===== config.mk =====
export PLATFORM = sky130hd
export DESIGN_NAME = dmaag_top
export DESIGN_NICKNAME = d
export VERILOG_FILES = /design/src/dmaag_pkg.sv /design/src/dmaag_top.sv
export SDC_FILE = /design/constraint.sdc
export NUM_CORES = 1
export LEC_CHECK = 0
export ABC_AREA = 1
export BUFFER_PORTS_ARGS = -buffer_cell sky130_fd_sc_hd__buf_2
export CAP_MARGIN = 20
export CORE_MARGIN = 2
export CORE_UTILIZATION = 54
export CTS_CLUSTER_SIZE = 12
export DETAILED_ROUTE_END_ITERATION = 7
export PLACE_DENSITY = 0.72
export SETUP_SLACK_MARGIN = 0.5
export SYNTH_ARGS = -nofsm -noshare
export SYNTH_HDL_FRONTEND = slang
export SYNTH_HIERARCHICAL = 1
export SYNTH_SLANG_ARGS = --single-unit

===== constraint.sdc =====
create_clock -name pclk -period 2.7 [get_ports pclk]
set_clock_uncertainty 0.2 [all_clocks]
set_input_delay 0.135 -clock pclk [delete_from_list [all_inputs] [get_ports pclk]]
set_output_delay 0.135 -clock pclk [all_outputs]
set_load 0.005 [all_outputs]

===== src/dmaag_pkg.sv =====
// Purpose: Shared constants for the DMA address generation block.
// Assumes: APB word addressing; register index times four is the byte address.
// Notes:   Command entry layout is used by the producer and by the consumer.
package dmaag_pkg;
    localparam int unsigned PADDR_W = 14;
    // Register indices; the APB byte address is four times the index.
    localparam logic [11:0] CH0_CTRL_IDX  = 12'hfb0;
    localparam logic [11:0] CH0_IO_IDX    = 12'hfb1;
    localparam logic [11:0] CH0_HI_IDX    = 12'hfb2;
    localparam logic [11:0] CH0_START_IDX = 12'hfb3;
    localparam logic [11:0] CH0_END_IDX   = 12'hfb4;
    localparam logic [11:0] CH1_CTRL_IDX  = 12'hfb8;
    localparam logic [11:0] CH1_IO_IDX    = 12'hfb9;
    localparam logic [11:0] CH1_HI_IDX    = 12'hfba;
    localparam logic [11:0] CH1_START_IDX = 12'hfbb;
    localparam logic [11:0] CH1_END_IDX   = 12'hfbc;
    localparam logic [11:0] ADC_BASE_IDX  = 12'hfbd;
    localparam logic [11:0] ADC_CTRL_IDX  = 12'hfbe;
    // Register selectors produced by the address decoder.
    localparam logic [2:0] SEL_CTRL  = 3'h0;
    localparam logic [2:0] SEL_IO    = 3'h1;
    localparam logic [2:0] SEL_HI    = 3'h2;
    localparam logic [2:0] SEL_START = 3'h3;
    localparam logic [2:0] SEL_END   = 3'h4;
    localparam logic [2:0] SEL_ABASE = 3'h5;
    localparam logic [2:0] SEL_ACTRL = 3'h6;
    localparam logic [2:0] SEL_NONE  = 3'h7;
    // Channel control fields.
    localparam int unsigned CTRL_EN_BIT   = 7;
    localparam int unsigned CTRL_LOOP_BIT = 6;
    localparam int unsigned CTRL_DIR_BIT  = 5;
    localparam int unsigned CTRL_IE_BIT   = 4;
    localparam int unsigned CTRL_WORD_BIT = 3;
    localparam logic [7:0]  CTRL_RESET    = 8'h00;
    // ADC control fields.
    localparam int unsigned ACTRL_EN_BIT  = 7;
    localparam int unsigned ACTRL_IE_BIT  = 6;
    localparam int unsigned ACTRL_CNT_LSB = 0;
    localparam logic [7:0]  ACTRL_RESET   = 8'h00;
    localparam logic [3:0]  PERIPH_PAGE   = 4'hf;
    localparam logic [11:0] STEP_BYTE     = 12'h001;
    localparam logic [11:0] STEP_WORD     = 12'h002;
    // Command entry: kind, memory address, peripheral address, dir, word, data.
    localparam logic [1:0] KIND_CH0 = 2'h0;
    localparam logic [1:0] KIND_CH1 = 2'h1;
    localparam logic [1:0] KIND_ADC = 2'h2;
    localparam int unsigned CMD_KIND_LSB  = 42;
    localparam int unsigned CMD_MEM_LSB   = 30;
    localparam int unsigned CMD_PERI_LSB  = 18;
    localparam int unsigned CMD_DIR_BIT   = 17;
    localparam int unsigned CMD_WORD_BIT  = 16;
    localparam int unsigned CMD_W         = 44;
    localparam int unsigned FIFO_DEPTH    = 8;
endpackage


===== src/dmaag_top.sv =====
// Purpose: Address generation for two DMA channels and an ADC result channel.
// Assumes: Single clock pclk, async active-low presetn, APB register access.
// Notes:   Operation list follows; commands are drained by cmd_valid/ready.
// Operation
// - Peripheral address is page F above the programmed peripheral byte.
// - High-nibble register gives end bits from [7:4], start from [3:0].
// - Writing the start low byte loads the start address.
// - Current address steps by one for bytes, two for words.
// - Reading the start low byte returns the current address low byte.
// - End high nibble and end low byte form the 12-bit end address.
// - ADC storage address top seven bits come from base bits [7:1].
// - ADC low five bits are twice the analog input number.
// - ADC result goes out as two bytes, high byte at even address.
// - Peripheral byte selects only within page F00 to FFF.
// - After end transfer reload start; without loop the channel disables.
// - Word select chooses byte or two-byte word per request.
// - With interrupt enable set, end transfer raises an interrupt pulse.
// - ADC steps to the next input, wrapping to zero after the last.
//
// Implementation choice: the APB interface to the registers.

module dmaag_fifo #(
    parameter int WIDTH = 44,
    parameter int DEPTH = 8
) (
    input  wire logic             pclk,
    input  wire logic             presetn,
    input  wire logic             in_valid,
    output logic                  in_ready,
    input  wire logic [WIDTH-1:0] in_data,
    output logic                  out_valid,
    input  wire logic             out_ready,
    output logic      [WIDTH-1:0] out_data
);
    localparam int PW = $clog2(DEPTH);

    typedef struct packed {
        logic [DEPTH-1:0][WIDTH-1:0] mem;
        logic [PW-1:0]               wp;
        logic [PW-1:0]               rp;
        logic [PW:0]                 cnt;
    } dmaag_fifo_state_type;

    dmaag_fifo_state_type state_reg;
    dmaag_fifo_state_type state_next;
    logic                 push;
    logic                 pop;

    assign in_ready  = state_reg.cnt != (PW+1)'(DEPTH);
    assign out_valid = state_reg.cnt != '0;
    assign out_data  = state_reg.mem[state_reg.rp];
    assign push      = in_valid && in_ready;
    assign pop       = out_valid && out_ready;

    always_comb
    begin
        state_next = state_reg;
        if (push)
        begin
            state_next.mem[state_reg.wp] = in_data;
            state_next.wp = state_reg.wp + 1'b1;
        end
        if (pop)
            state_next.rp = state_reg.rp + 1'b1;
        unique case ({push, pop})
            2'b10:   state_next.cnt = state_reg.cnt + 1'b1;
            2'b01:   state_next.cnt = state_reg.cnt - 1'b1;
            default: state_next.cnt = state_reg.cnt;
        endcase
    end

    always_ff @(posedge pclk or negedge presetn)
    begin
        if (!presetn)
            state_reg <= '0;
        else
            state_reg <= state_next;
    end
endmodule

module dmaag_top (
    input  wire logic                          pclk,
    input  wire logic                          presetn,
    input  wire logic                          psel,
    input  wire logic                          penable,
    input  wire logic                          pwrite,
    input  wire logic [dmaag_pkg::PADDR_W-1:0] paddr,
    input  wire logic [31:0]                   pwdata,
    output logic      [31:0]                   prdata,
    output logic                               pready,
    output logic                               pslverr,
    input  wire logic [1:0]                    ch_request,
    input  wire logic                          adc_result_valid,
    input  wire logic [9:0]                    adc_result,
    output logic      [3:0]                    adc_input_sel,
    output logic                               adc_convert_start,
    output logic                               cmd_valid,
    input  wire logic                          cmd_ready,
    output logic      [dmaag_pkg::CMD_W-1:0]   cmd_data,
    output logic      [1:0]                    ch_irq,
    output logic                               adc_irq
);
    typedef struct packed {
        logic [1:0][7:0]  ctrl;
        logic [1:0][7:0]  io;
        logic [1:0][7:0]  hi;
        logic [1:0][7:0]  start_lo;
        logic [1:0][7:0]  end_lo;
        logic [1:0][11:0] cur;
        logic [1:0]       pend;
        logic [7:0]       adc_base;
        logic [7:0]       adc_ctrl;
        logic [3:0]       adc_num;
        logic             adc_pend;
        logic [9:0]       adc_data;
        logic             adc_start;
        logic [31:0]      rdata;
        logic [1:0]       irq;
        logic             adc_irq;
    } dmaag_state_type;

    dmaag_state_type             state_reg;
    dmaag_state_type             state_next;
    logic [1:0]                  take;
    logic                        take_adc;
    logic [1:0]                  last;
    logic                        push_valid;
    logic                        push_ready;
    logic [dmaag_pkg::CMD_W-1:0] push_data;
    logic [3:0]                  dec;
    logic                        apb_wr;
    logic                        apb_rd;
    logic [11:0]                 adc_addr;

    // Maps a word index to {channel, selector}; shared by reads and writes.
    function automatic logic [3:0] decode(input logic [11:0] idx);
        logic [3:0] d;
        unique case (idx)
            dmaag_pkg::CH0_CTRL_IDX:  d = {1'b0, dmaag_pkg::SEL_CTRL};
            dmaag_pkg::CH0_IO_IDX:    d = {1'b0, dmaag_pkg::SEL_IO};
            dmaag_pkg::CH0_HI_IDX:    d = {1'b0, dmaag_pkg::SEL_HI};
            dmaag_pkg::CH0_START_IDX: d = {1'b0, dmaag_pkg::SEL_START};
            dmaag_pkg::CH0_END_IDX:   d = {1'b0, dmaag_pkg::SEL_END};
            dmaag_pkg::CH1_CTRL_IDX:  d = {1'b1, dmaag_pkg::SEL_CTRL};
            dmaag_pkg::CH1_IO_IDX:    d = {1'b1, dmaag_pkg::SEL_IO};
            dmaag_pkg::CH1_HI_IDX:    d = {1'b1, dmaag_pkg::SEL_HI};
            dmaag_pkg::CH1_START_IDX: d = {1'b1, dmaag_pkg::SEL_START};
            dmaag_pkg::CH1_END_IDX:   d = {1'b1, dmaag_pkg::SEL_END};
            dmaag_pkg::ADC_BASE_IDX:  d = {1'b0, dmaag_pkg::SEL_ABASE};
            dmaag_pkg::ADC_CTRL_IDX:  d = {1'b0, dmaag_pkg::SEL_ACTRL};
            default:                  d = {1'b0, dmaag_pkg::SEL_NONE};
        endcase
        return d;
    endfunction

    // End address of a channel, used by the compare that sets last.
    function automatic logic [11:0] end_addr(input logic [7:0] hi,
                                             input logic [7:0] lo);
        return {hi[7:4], lo};
    endfunction

    assign dec = paddr[1:0] == 2'h0 ? decode(paddr[13:2])
                                    : {1'b0, dmaag_pkg::SEL_NONE};
    assign apb_wr = psel && penable && pwrite;
    assign apb_rd = psel && !penable && !pwrite;
    // Zero wait states: read data is captured in the setup cycle.
    assign pready  = 1'b1;
    assign pslverr = psel && penable && dec[2:0] == dmaag_pkg::SEL_NONE;
    assign prdata  = state_reg.rdata;
    assign adc_input_sel     = state_reg.adc_num;
    assign adc_convert_start = state_reg.adc_start;
    assign ch_irq  = state_reg.irq;
    assign adc_irq = state_reg.adc_irq;
    // Bit 0 of the base is ignored, so a stray one there cannot shift data.
    assign adc_addr = {state_reg.adc_base[7:1], state_reg.adc_num, 1'b0};

    always_comb
    begin
        state_next = state_reg;
        state_next.irq = '0;
        state_next.adc_irq = 1'b0;
        state_next.adc_start = 1'b0;
        take = '0;
        take_adc = 1'b0;
        push_data = '0;
        // Fixed priority: channel 0, channel 1, then ADC results.
        if (state_reg.pend[0] && state_reg.ctrl[0][dmaag_pkg::CTRL_EN_BIT])
            take[0] = push_ready;
        else if (state_reg.pend[1]
                 && state_reg.ctrl[1][dmaag_pkg::CTRL_EN_BIT])
            take[1] = push_ready;
        else if (state_reg.adc_pend)
            take_adc = push_ready;

        for (int c = 0; c < 2; c++)
        begin
            last[c] = state_reg.cur[c]
                      == end_addr(state_reg.hi[c], state_reg.end_lo[c]);
            if (take[c])
            begin
                push_data = {c[1:0], state_reg.cur[c],
                             dmaag_pkg::PERIPH_PAGE, state_reg.io[c],
                             state_reg.ctrl[c][dmaag_pkg::CTRL_DIR_BIT],
                             state_reg.ctrl[c][dmaag_pkg::CTRL_WORD_BIT],
                             16'h0000};
                if (last[c])
                begin
                    state_next.cur[c] = {state_reg.hi[c][3:0],
                                         state_reg.start_lo[c]};
                    if (!state_reg.ctrl[c][dmaag_pkg::CTRL_LOOP_BIT])
                        state_next.ctrl[c][dmaag_pkg::CTRL_EN_BIT] = 1'b0;
                    state_next.irq[c] =
                        state_reg.ctrl[c][dmaag_pkg::CTRL_IE_BIT];
                end
                else if (state_reg.ctrl[c][dmaag_pkg::CTRL_WORD_BIT])
                    state_next.cur[c] = state_reg.cur[c]
                                        + dmaag_pkg::STEP_WORD;
                else
                    state_next.cur[c] = state_reg.cur[c]
                                        + dmaag_pkg::STEP_BYTE;
            end
            // A request in the same cycle as its take is kept pending.
            state_next.pend[c] = (state_reg.pend[c] && !take[c]
                                  || ch_request[c])
                                 && state_reg.ctrl[c][dmaag_pkg::CTRL_EN_BIT];
        end

        if (take_adc)
        begin
            push_data = {dmaag_pkg::KIND_ADC, adc_addr, 12'h000, 1'b1, 1'b1,
                         6'h00, state_reg.adc_data};
            state_next.adc_pend = 1'b0;
            state_next.adc_start = 1'b1;
            if (state_reg.adc_num
                >= state_reg.adc_ctrl[dmaag_pkg::ACTRL_CNT_LSB +: 4])
            begin
                state_next.adc_num = 4'h0;
                state_next.adc_irq =
                    state_reg.adc_ctrl[dmaag_pkg::ACTRL_IE_BIT];
            end
            else
                state_next.adc_num = state_reg.adc_num + 1'b1;
        end
        if (adc_result_valid)
        begin
            state_next.adc_pend = 1'b1;
            state_next.adc_data = adc_result;
        end
        if (!state_reg.adc_ctrl[dmaag_pkg::ACTRL_EN_BIT])
        begin
            state_next.adc_pend = 1'b0;
            state_next.adc_num = 4'h0;
        end

        // Software writes win over a transfer's update in the same cycle.
        if (apb_wr)
        begin
            unique case (dec[2:0])
                dmaag_pkg::SEL_CTRL:  state_next.ctrl[dec[3]] = pwdata[7:0];
                dmaag_pkg::SEL_IO:    state_next.io[dec[3]] = pwdata[7:0];
                dmaag_pkg::SEL_HI:
                begin
                    state_next.hi[dec[3]] = pwdata[7:0];
                    state_next.cur[dec[3]][11:8] = pwdata[3:0];
                end
                dmaag_pkg::SEL_START:
                begin
                    state_next.start_lo[dec[3]] = pwdata[7:0];
                    state_next.cur[dec[3]][7:0] = pwdata[7:0];
                end
                dmaag_pkg::SEL_END:   state_next.end_lo[dec[3]] = pwdata[7:0];
                dmaag_pkg::SEL_ABASE: state_next.adc_base = pwdata[7:0];
                dmaag_pkg::SEL_ACTRL:
                begin
                    state_next.adc_ctrl = pwdata[7:0];
                    state_next.adc_start = pwdata[dmaag_pkg::ACTRL_EN_BIT]
                        && !state_reg.adc_ctrl[dmaag_pkg::ACTRL_EN_BIT];
                end
                default:              state_next.adc_base = state_reg.adc_base;
            endcase
        end

        if (apb_rd)
        begin
            unique case (dec[2:0])
                dmaag_pkg::SEL_CTRL:  state_next.rdata = {24'h00_0000,
                                                      state_reg.ctrl[dec[3]]};
                dmaag_pkg::SEL_IO:    state_next.rdata = {24'h00_0000,
                                                      state_reg.io[dec[3]]};
                dmaag_pkg::SEL_HI:    state_next.rdata = {24'h00_0000,
                                                      state_reg.hi[dec[3]]};
                dmaag_pkg::SEL_START: state_next.rdata = {24'h00_0000,
                                        state_reg.cur[dec[3]][7:0]};
                dmaag_pkg::SEL_END:   state_next.rdata = {24'h00_0000,
                                                      state_reg.end_lo[dec[3]]};
                dmaag_pkg::SEL_ABASE: state_next.rdata = {24'h00_0000,
                                                      state_reg.adc_base};
                dmaag_pkg::SEL_ACTRL: state_next.rdata = {24'h00_0000,
                                                      state_reg.adc_ctrl};
                default:              state_next.rdata = 32'h0000_0000;
            endcase
        end
    end

    assign push_valid = |take || take_adc;

    // Register contents are not meaningful until written; cleared anyway.
    always_ff @(posedge pclk or negedge presetn)
    begin
        if (!presetn)
            state_reg <= '0;
        else
            state_reg <= state_next;
    end

    dmaag_fifo #(
        .WIDTH (dmaag_pkg::CMD_W),
        .DEPTH (dmaag_pkg::FIFO_DEPTH)
    ) u_fifo (
        .pclk      (pclk),
        .presetn   (presetn),
        .in_valid  (push_valid),
        .in_ready  (push_ready),
        .in_data   (push_data),
        .out_valid (cmd_valid),
        .out_ready (cmd_ready),
        .out_data  (cmd_data)
    );
endmodule


==> summary.log <==
[synthesis] leading area contributor after synthesis sky130_fd_sc_hd__dfrtp_1
[detailed_routing] WL final 94300 µm
[placement] number of cells after detailed placement 3833
[synthesis] multiplexer area fraction after synthesis 0
[worst_setup_path] reg-to-reg startpoint u_fifo/state_reg[3]
[clock_network] Max Root-Sink Buffers 3
[detailed_routing] routed vias 25500
[layout] register area 12800 µm²
[layout] proportion of layout cells with a drive suffix above 1 0.234
[detailed_routing] drt pass-1 iters 8
[sta] Max-slew headroom 0.436
[layout] non-filler cells in the finished layout 4140
[grt] number of global-route vias before repair 23500
[hold_path] hold path start pwdata[6]
[grt] number of antenna violations at the first check in global routing 0
[detailed_routing] Post-DRT Antenna Nets 0
[sta] count of final hold-check violations 0
[worst_setup_path] classification of the worst setup path register to primary output
[layout] number of flip-flops under the largest register name 362
[detailed_routing] post-detailed-route via-to-cell ratio 6.15
[synthesis] number of instances in the synthesized netlist 3228
[clock_network] number of clock sinks 511
[synthesis] #FFs+latches synth 511
[synthesis] most common cell in the synthesized netlist sky130_fd_sc_hd__nand2_1
[synthesis] compound-cell area share of the yosys netlist 0.179
[synthesis] number of distinct library cells after synthesis 48
[grt] largest net degree at the start of global routing 76
[hold_path] classification of the worst-slack hold path input pin to register
[floorplan] # rows 79
[detailed_routing] routed wire length per instance 22.8 µm
[floorplan] Vert. Die Dim 221 µm
[grt] leftover overflow at the end of global routing 0
[clock_network] H-Tree Level Count 2
[pwr] static leakage 0.0156 µW
[hold_path] instance count along the most critical hold path 3
[floorplan] initial standard-cell utilization of the core 0.547
[sta] max frequency 362 MHz
[run] number of max-cap violations 0
[synthesis] Post-synth EDFFs 0
[sta] post-route setup slack -64.9 ps
[worst_setup_path] worst setup slack for register-to-register paths 120 ps
[synthesis] sequential area share after synthesis 0.501
[clock_network] CTS tree done
[status] run status complete, but fails checks
[placement] global placer's final weighted congestion 0.957
[grt] global-route wire length before repair 132000 µm
[pwr] total power density per cell area 1090 nW/µm²
[synthesis] Synth top cells by count sky130_fd_sc_hd__nand2_1 (891), sky130_fd_sc_hd__o21ai_0 (622), sky130_fd_sc_hd__dfrtp_1 (511)
[status] violations in the final reports DRC, setup timing
[floorplan] overall die area 49100 µm²
[synthesis] number of warning messages in the yosys log 6
[hold_path] Hold EP state_reg[155]
[floorplan] io pins 152
[clock_network] Num CTS Buffers 53
[sta] RSZ-0062 raised after global routing true
[worst_setup_path] required time of the worst setup path 2370 ps
[grt] global-route total usage across every layer 0.342
[sta] count of pins over their slew limit 0
[layout] number of nets in the layout 3578
[layout] Layout area overhead 29.6%
[detailed_routing] count of unresolved DRC violations after routing 5
[synthesis] largest family of logic cells by synthesized area simple AND/OR/NAND/NOR gates
[worst_setup_path] type of destination of the critical path primary output
[clock_network] root buf cell sky130_fd_sc_hd__clkbuf_16
[synthesis] simple-gate portion of the synthesized area 0.223
[placement] Port-buffer cells 102
[synthesis] fraction of synthesized cell area taken by the top area cell type 0.501
[synthesis] area of the mapped netlist 25500 µm²
[detailed_routing] number of DRC markers in iteration 0 3526
[sta] post-route minimum period 2760 ps
[sta] period utilization 1.02
[sta] setup tns final -64.9 ps
[worst_setup_path] number of cells traversed by the worst register-to-register path 10
[layout] fillers 3358
[floorplan] Core Region 46700 µm²
[sta] actual slew at the worst max-slew pin 843 ps
[worst_setup_path] Setup crit start kind register
[worst_setup_path] critical path arrival 2430 ps
[layout] antenna diode instance count 0
[clock_network] clock latency on the worst-skew pair 610 ps
[synthesis] most common flop cell mapped by yosys sky130_fd_sc_hd__dfrtp_1
[placement] DP HPWL 46200 µm
[clock_network] clock slew seen by the registers of the worst setup and hold paths 60 ps
[synthesis] asr flop ratio synth 1.00
[synthesis] Synth Area in Adders 0.00686
[synthesis] top post-synthesis cells by area sky130_fd_sc_hd__dfrtp_1 (50%), sky130_fd_sc_hd__nand2_1 (13%), sky130_fd_sc_hd__o21ai_0 (12%)
[pwr] highest ir drop seen on vdd 667 µV
[floorplan] horizontal extent of the die 221 µm
[synthesis] post-synthesis average cell area 7.91 µm²
[sta] final setup violation count 1
[synthesis] fraction of synthesized cell area in xor and xnor cells 0.0120
[worst_setup_path] biggest fanout along the worst timing path 16
[worst_setup_path] Worst R2R End u_fifo/state_reg[90]
[layout] combined area of the multi-input logic cells 12400 µm²
## cells in the final DEF, fill, tap and decap left out, drive strengths merged
master	instances
a21oi	35
a221o	1
a221oi	3
a31oi	1
and2	1
buf	340
bufbuf	2
bufinv	1
clkbuf	99
clkinv	9
clkinvlp	7
conb	31
dfrtp	511
dlygate4sd3	46
ha	14
inv	163
nand2	931
nand3	73
nand4	12
nor2	382
nor3	10
nor4	1
o211ai	21
o21ai	791
o221ai	8
o22ai	1
o311ai	1
o31ai	3
xnor2	19
xor2	16
## routing by layer
layer	share of wire	GRT usage	vias up	wire [µm]
met5	0	0	-	0
met4	0.071	0.189	0	6690
met3	0.10	0.0554	475	9770
met2	0.47	0.568	1768	44100
met1	0.36	0.430	12200	33800
li1	-	-	11000	-
## layout make-up
type                    instances  area share
inverters                     170      0.0216
clock inverters                10     0.00325
clock buffers                  79      0.0467
flip-flops and latches        511       0.387
repair buffers                408       0.146
multi-input cells            2355       0.373
well taps                     607      0.0229
## kinds of logic (layout without fill, tap and decap cells)
| kind of cell | after synthesis | count (layout) |
|---|---|---|
| adders and majority gates | 14 | 14 |
| DFF | 511 | 511 |
| buffers and inverters | 403 | 667 |
| xor gates and xnor gates | 35 | 35 |
| other | 2 | 31 |
| AOI/OAI and AO/OA | 865 | 865 |
| and+or+nand+nor | 1398 | 1410 |
## report_power, final
| group | leakage [µW] | switching (µW) | internal (µW) | total, µW |
|---|---|---|---|---|
| clock network | 0.000810 | 3150 | 4030 | 7180 |
| logic | 0.00807 | 10600 | 7300 | 17900 |
| registers | 0.00669 | 1530 | 9640 | 11200 |
| total | 0.0156 | 15300 | 21000 | 36200 |
## what timing repair did
item	CTS	global route
hold buffers	46	0
endpoints found under the hold margin	474	0
setup endpoints to repair	404	422
gates cloned	37	28
setup buffers	47	60
pin swaps	34	89
gates resized for setup	180	478
## critical path, cell delays in order, from the launching register on
cell,delay [ps]
sky130_fd_sc_hd__dfrtp_4,430
sky130_fd_sc_hd__buf_12,190
sky130_fd_sc_hd__clkinv_16,110
sky130_fd_sc_hd__buf_12,140
sky130_fd_sc_hd__buf_16,150
sky130_fd_sc_hd__nor2_1,330
sky130_fd_sc_hd__o21ai_1,120
sky130_fd_sc_hd__nand2_1,100
sky130_fd_sc_hd__nand2_2,90
sky130_fd_sc_hd__buf_2,130
## worst max-delay path by stage
stage                                    from                    end  slack [ps]
after floorplan           u_fifo/state_reg[1]    u_fifo/state_reg[2]         320
after global placement               paddr[8]              prdata[3]         240
after detailed placement  u_fifo/state_reg[1]  u_fifo/state_reg[290]         200
after CTS                 u_fifo/state_reg[4]           cmd_data[43]         150
after global routing      u_fifo/state_reg[4]            cmd_data[6]         -60
final                     u_fifo/state_reg[4]            cmd_data[6]         -60
## through the flow
step / total power, µW / setup slack (ps) / instance area [µm²] / util / hold WS [ps]
after global routing: 37700 / -58.5 / 33100 / 0.710 / 49.3
after CTS: 32400 / 150 / 30700 / 0.659 / 9.17
after global placement: 21700 / 243 / 26800 / 0.575 / -62.4
after detailed placement: 22100 / 202 / 26800 / 0.575 / -63.6
final: 36200 / -64.9 / 33100 / 0.710 / 15.7
after floorplan: 18300 / 323 / 25800 / - / -361
Power figures use the tool's default switching activity.
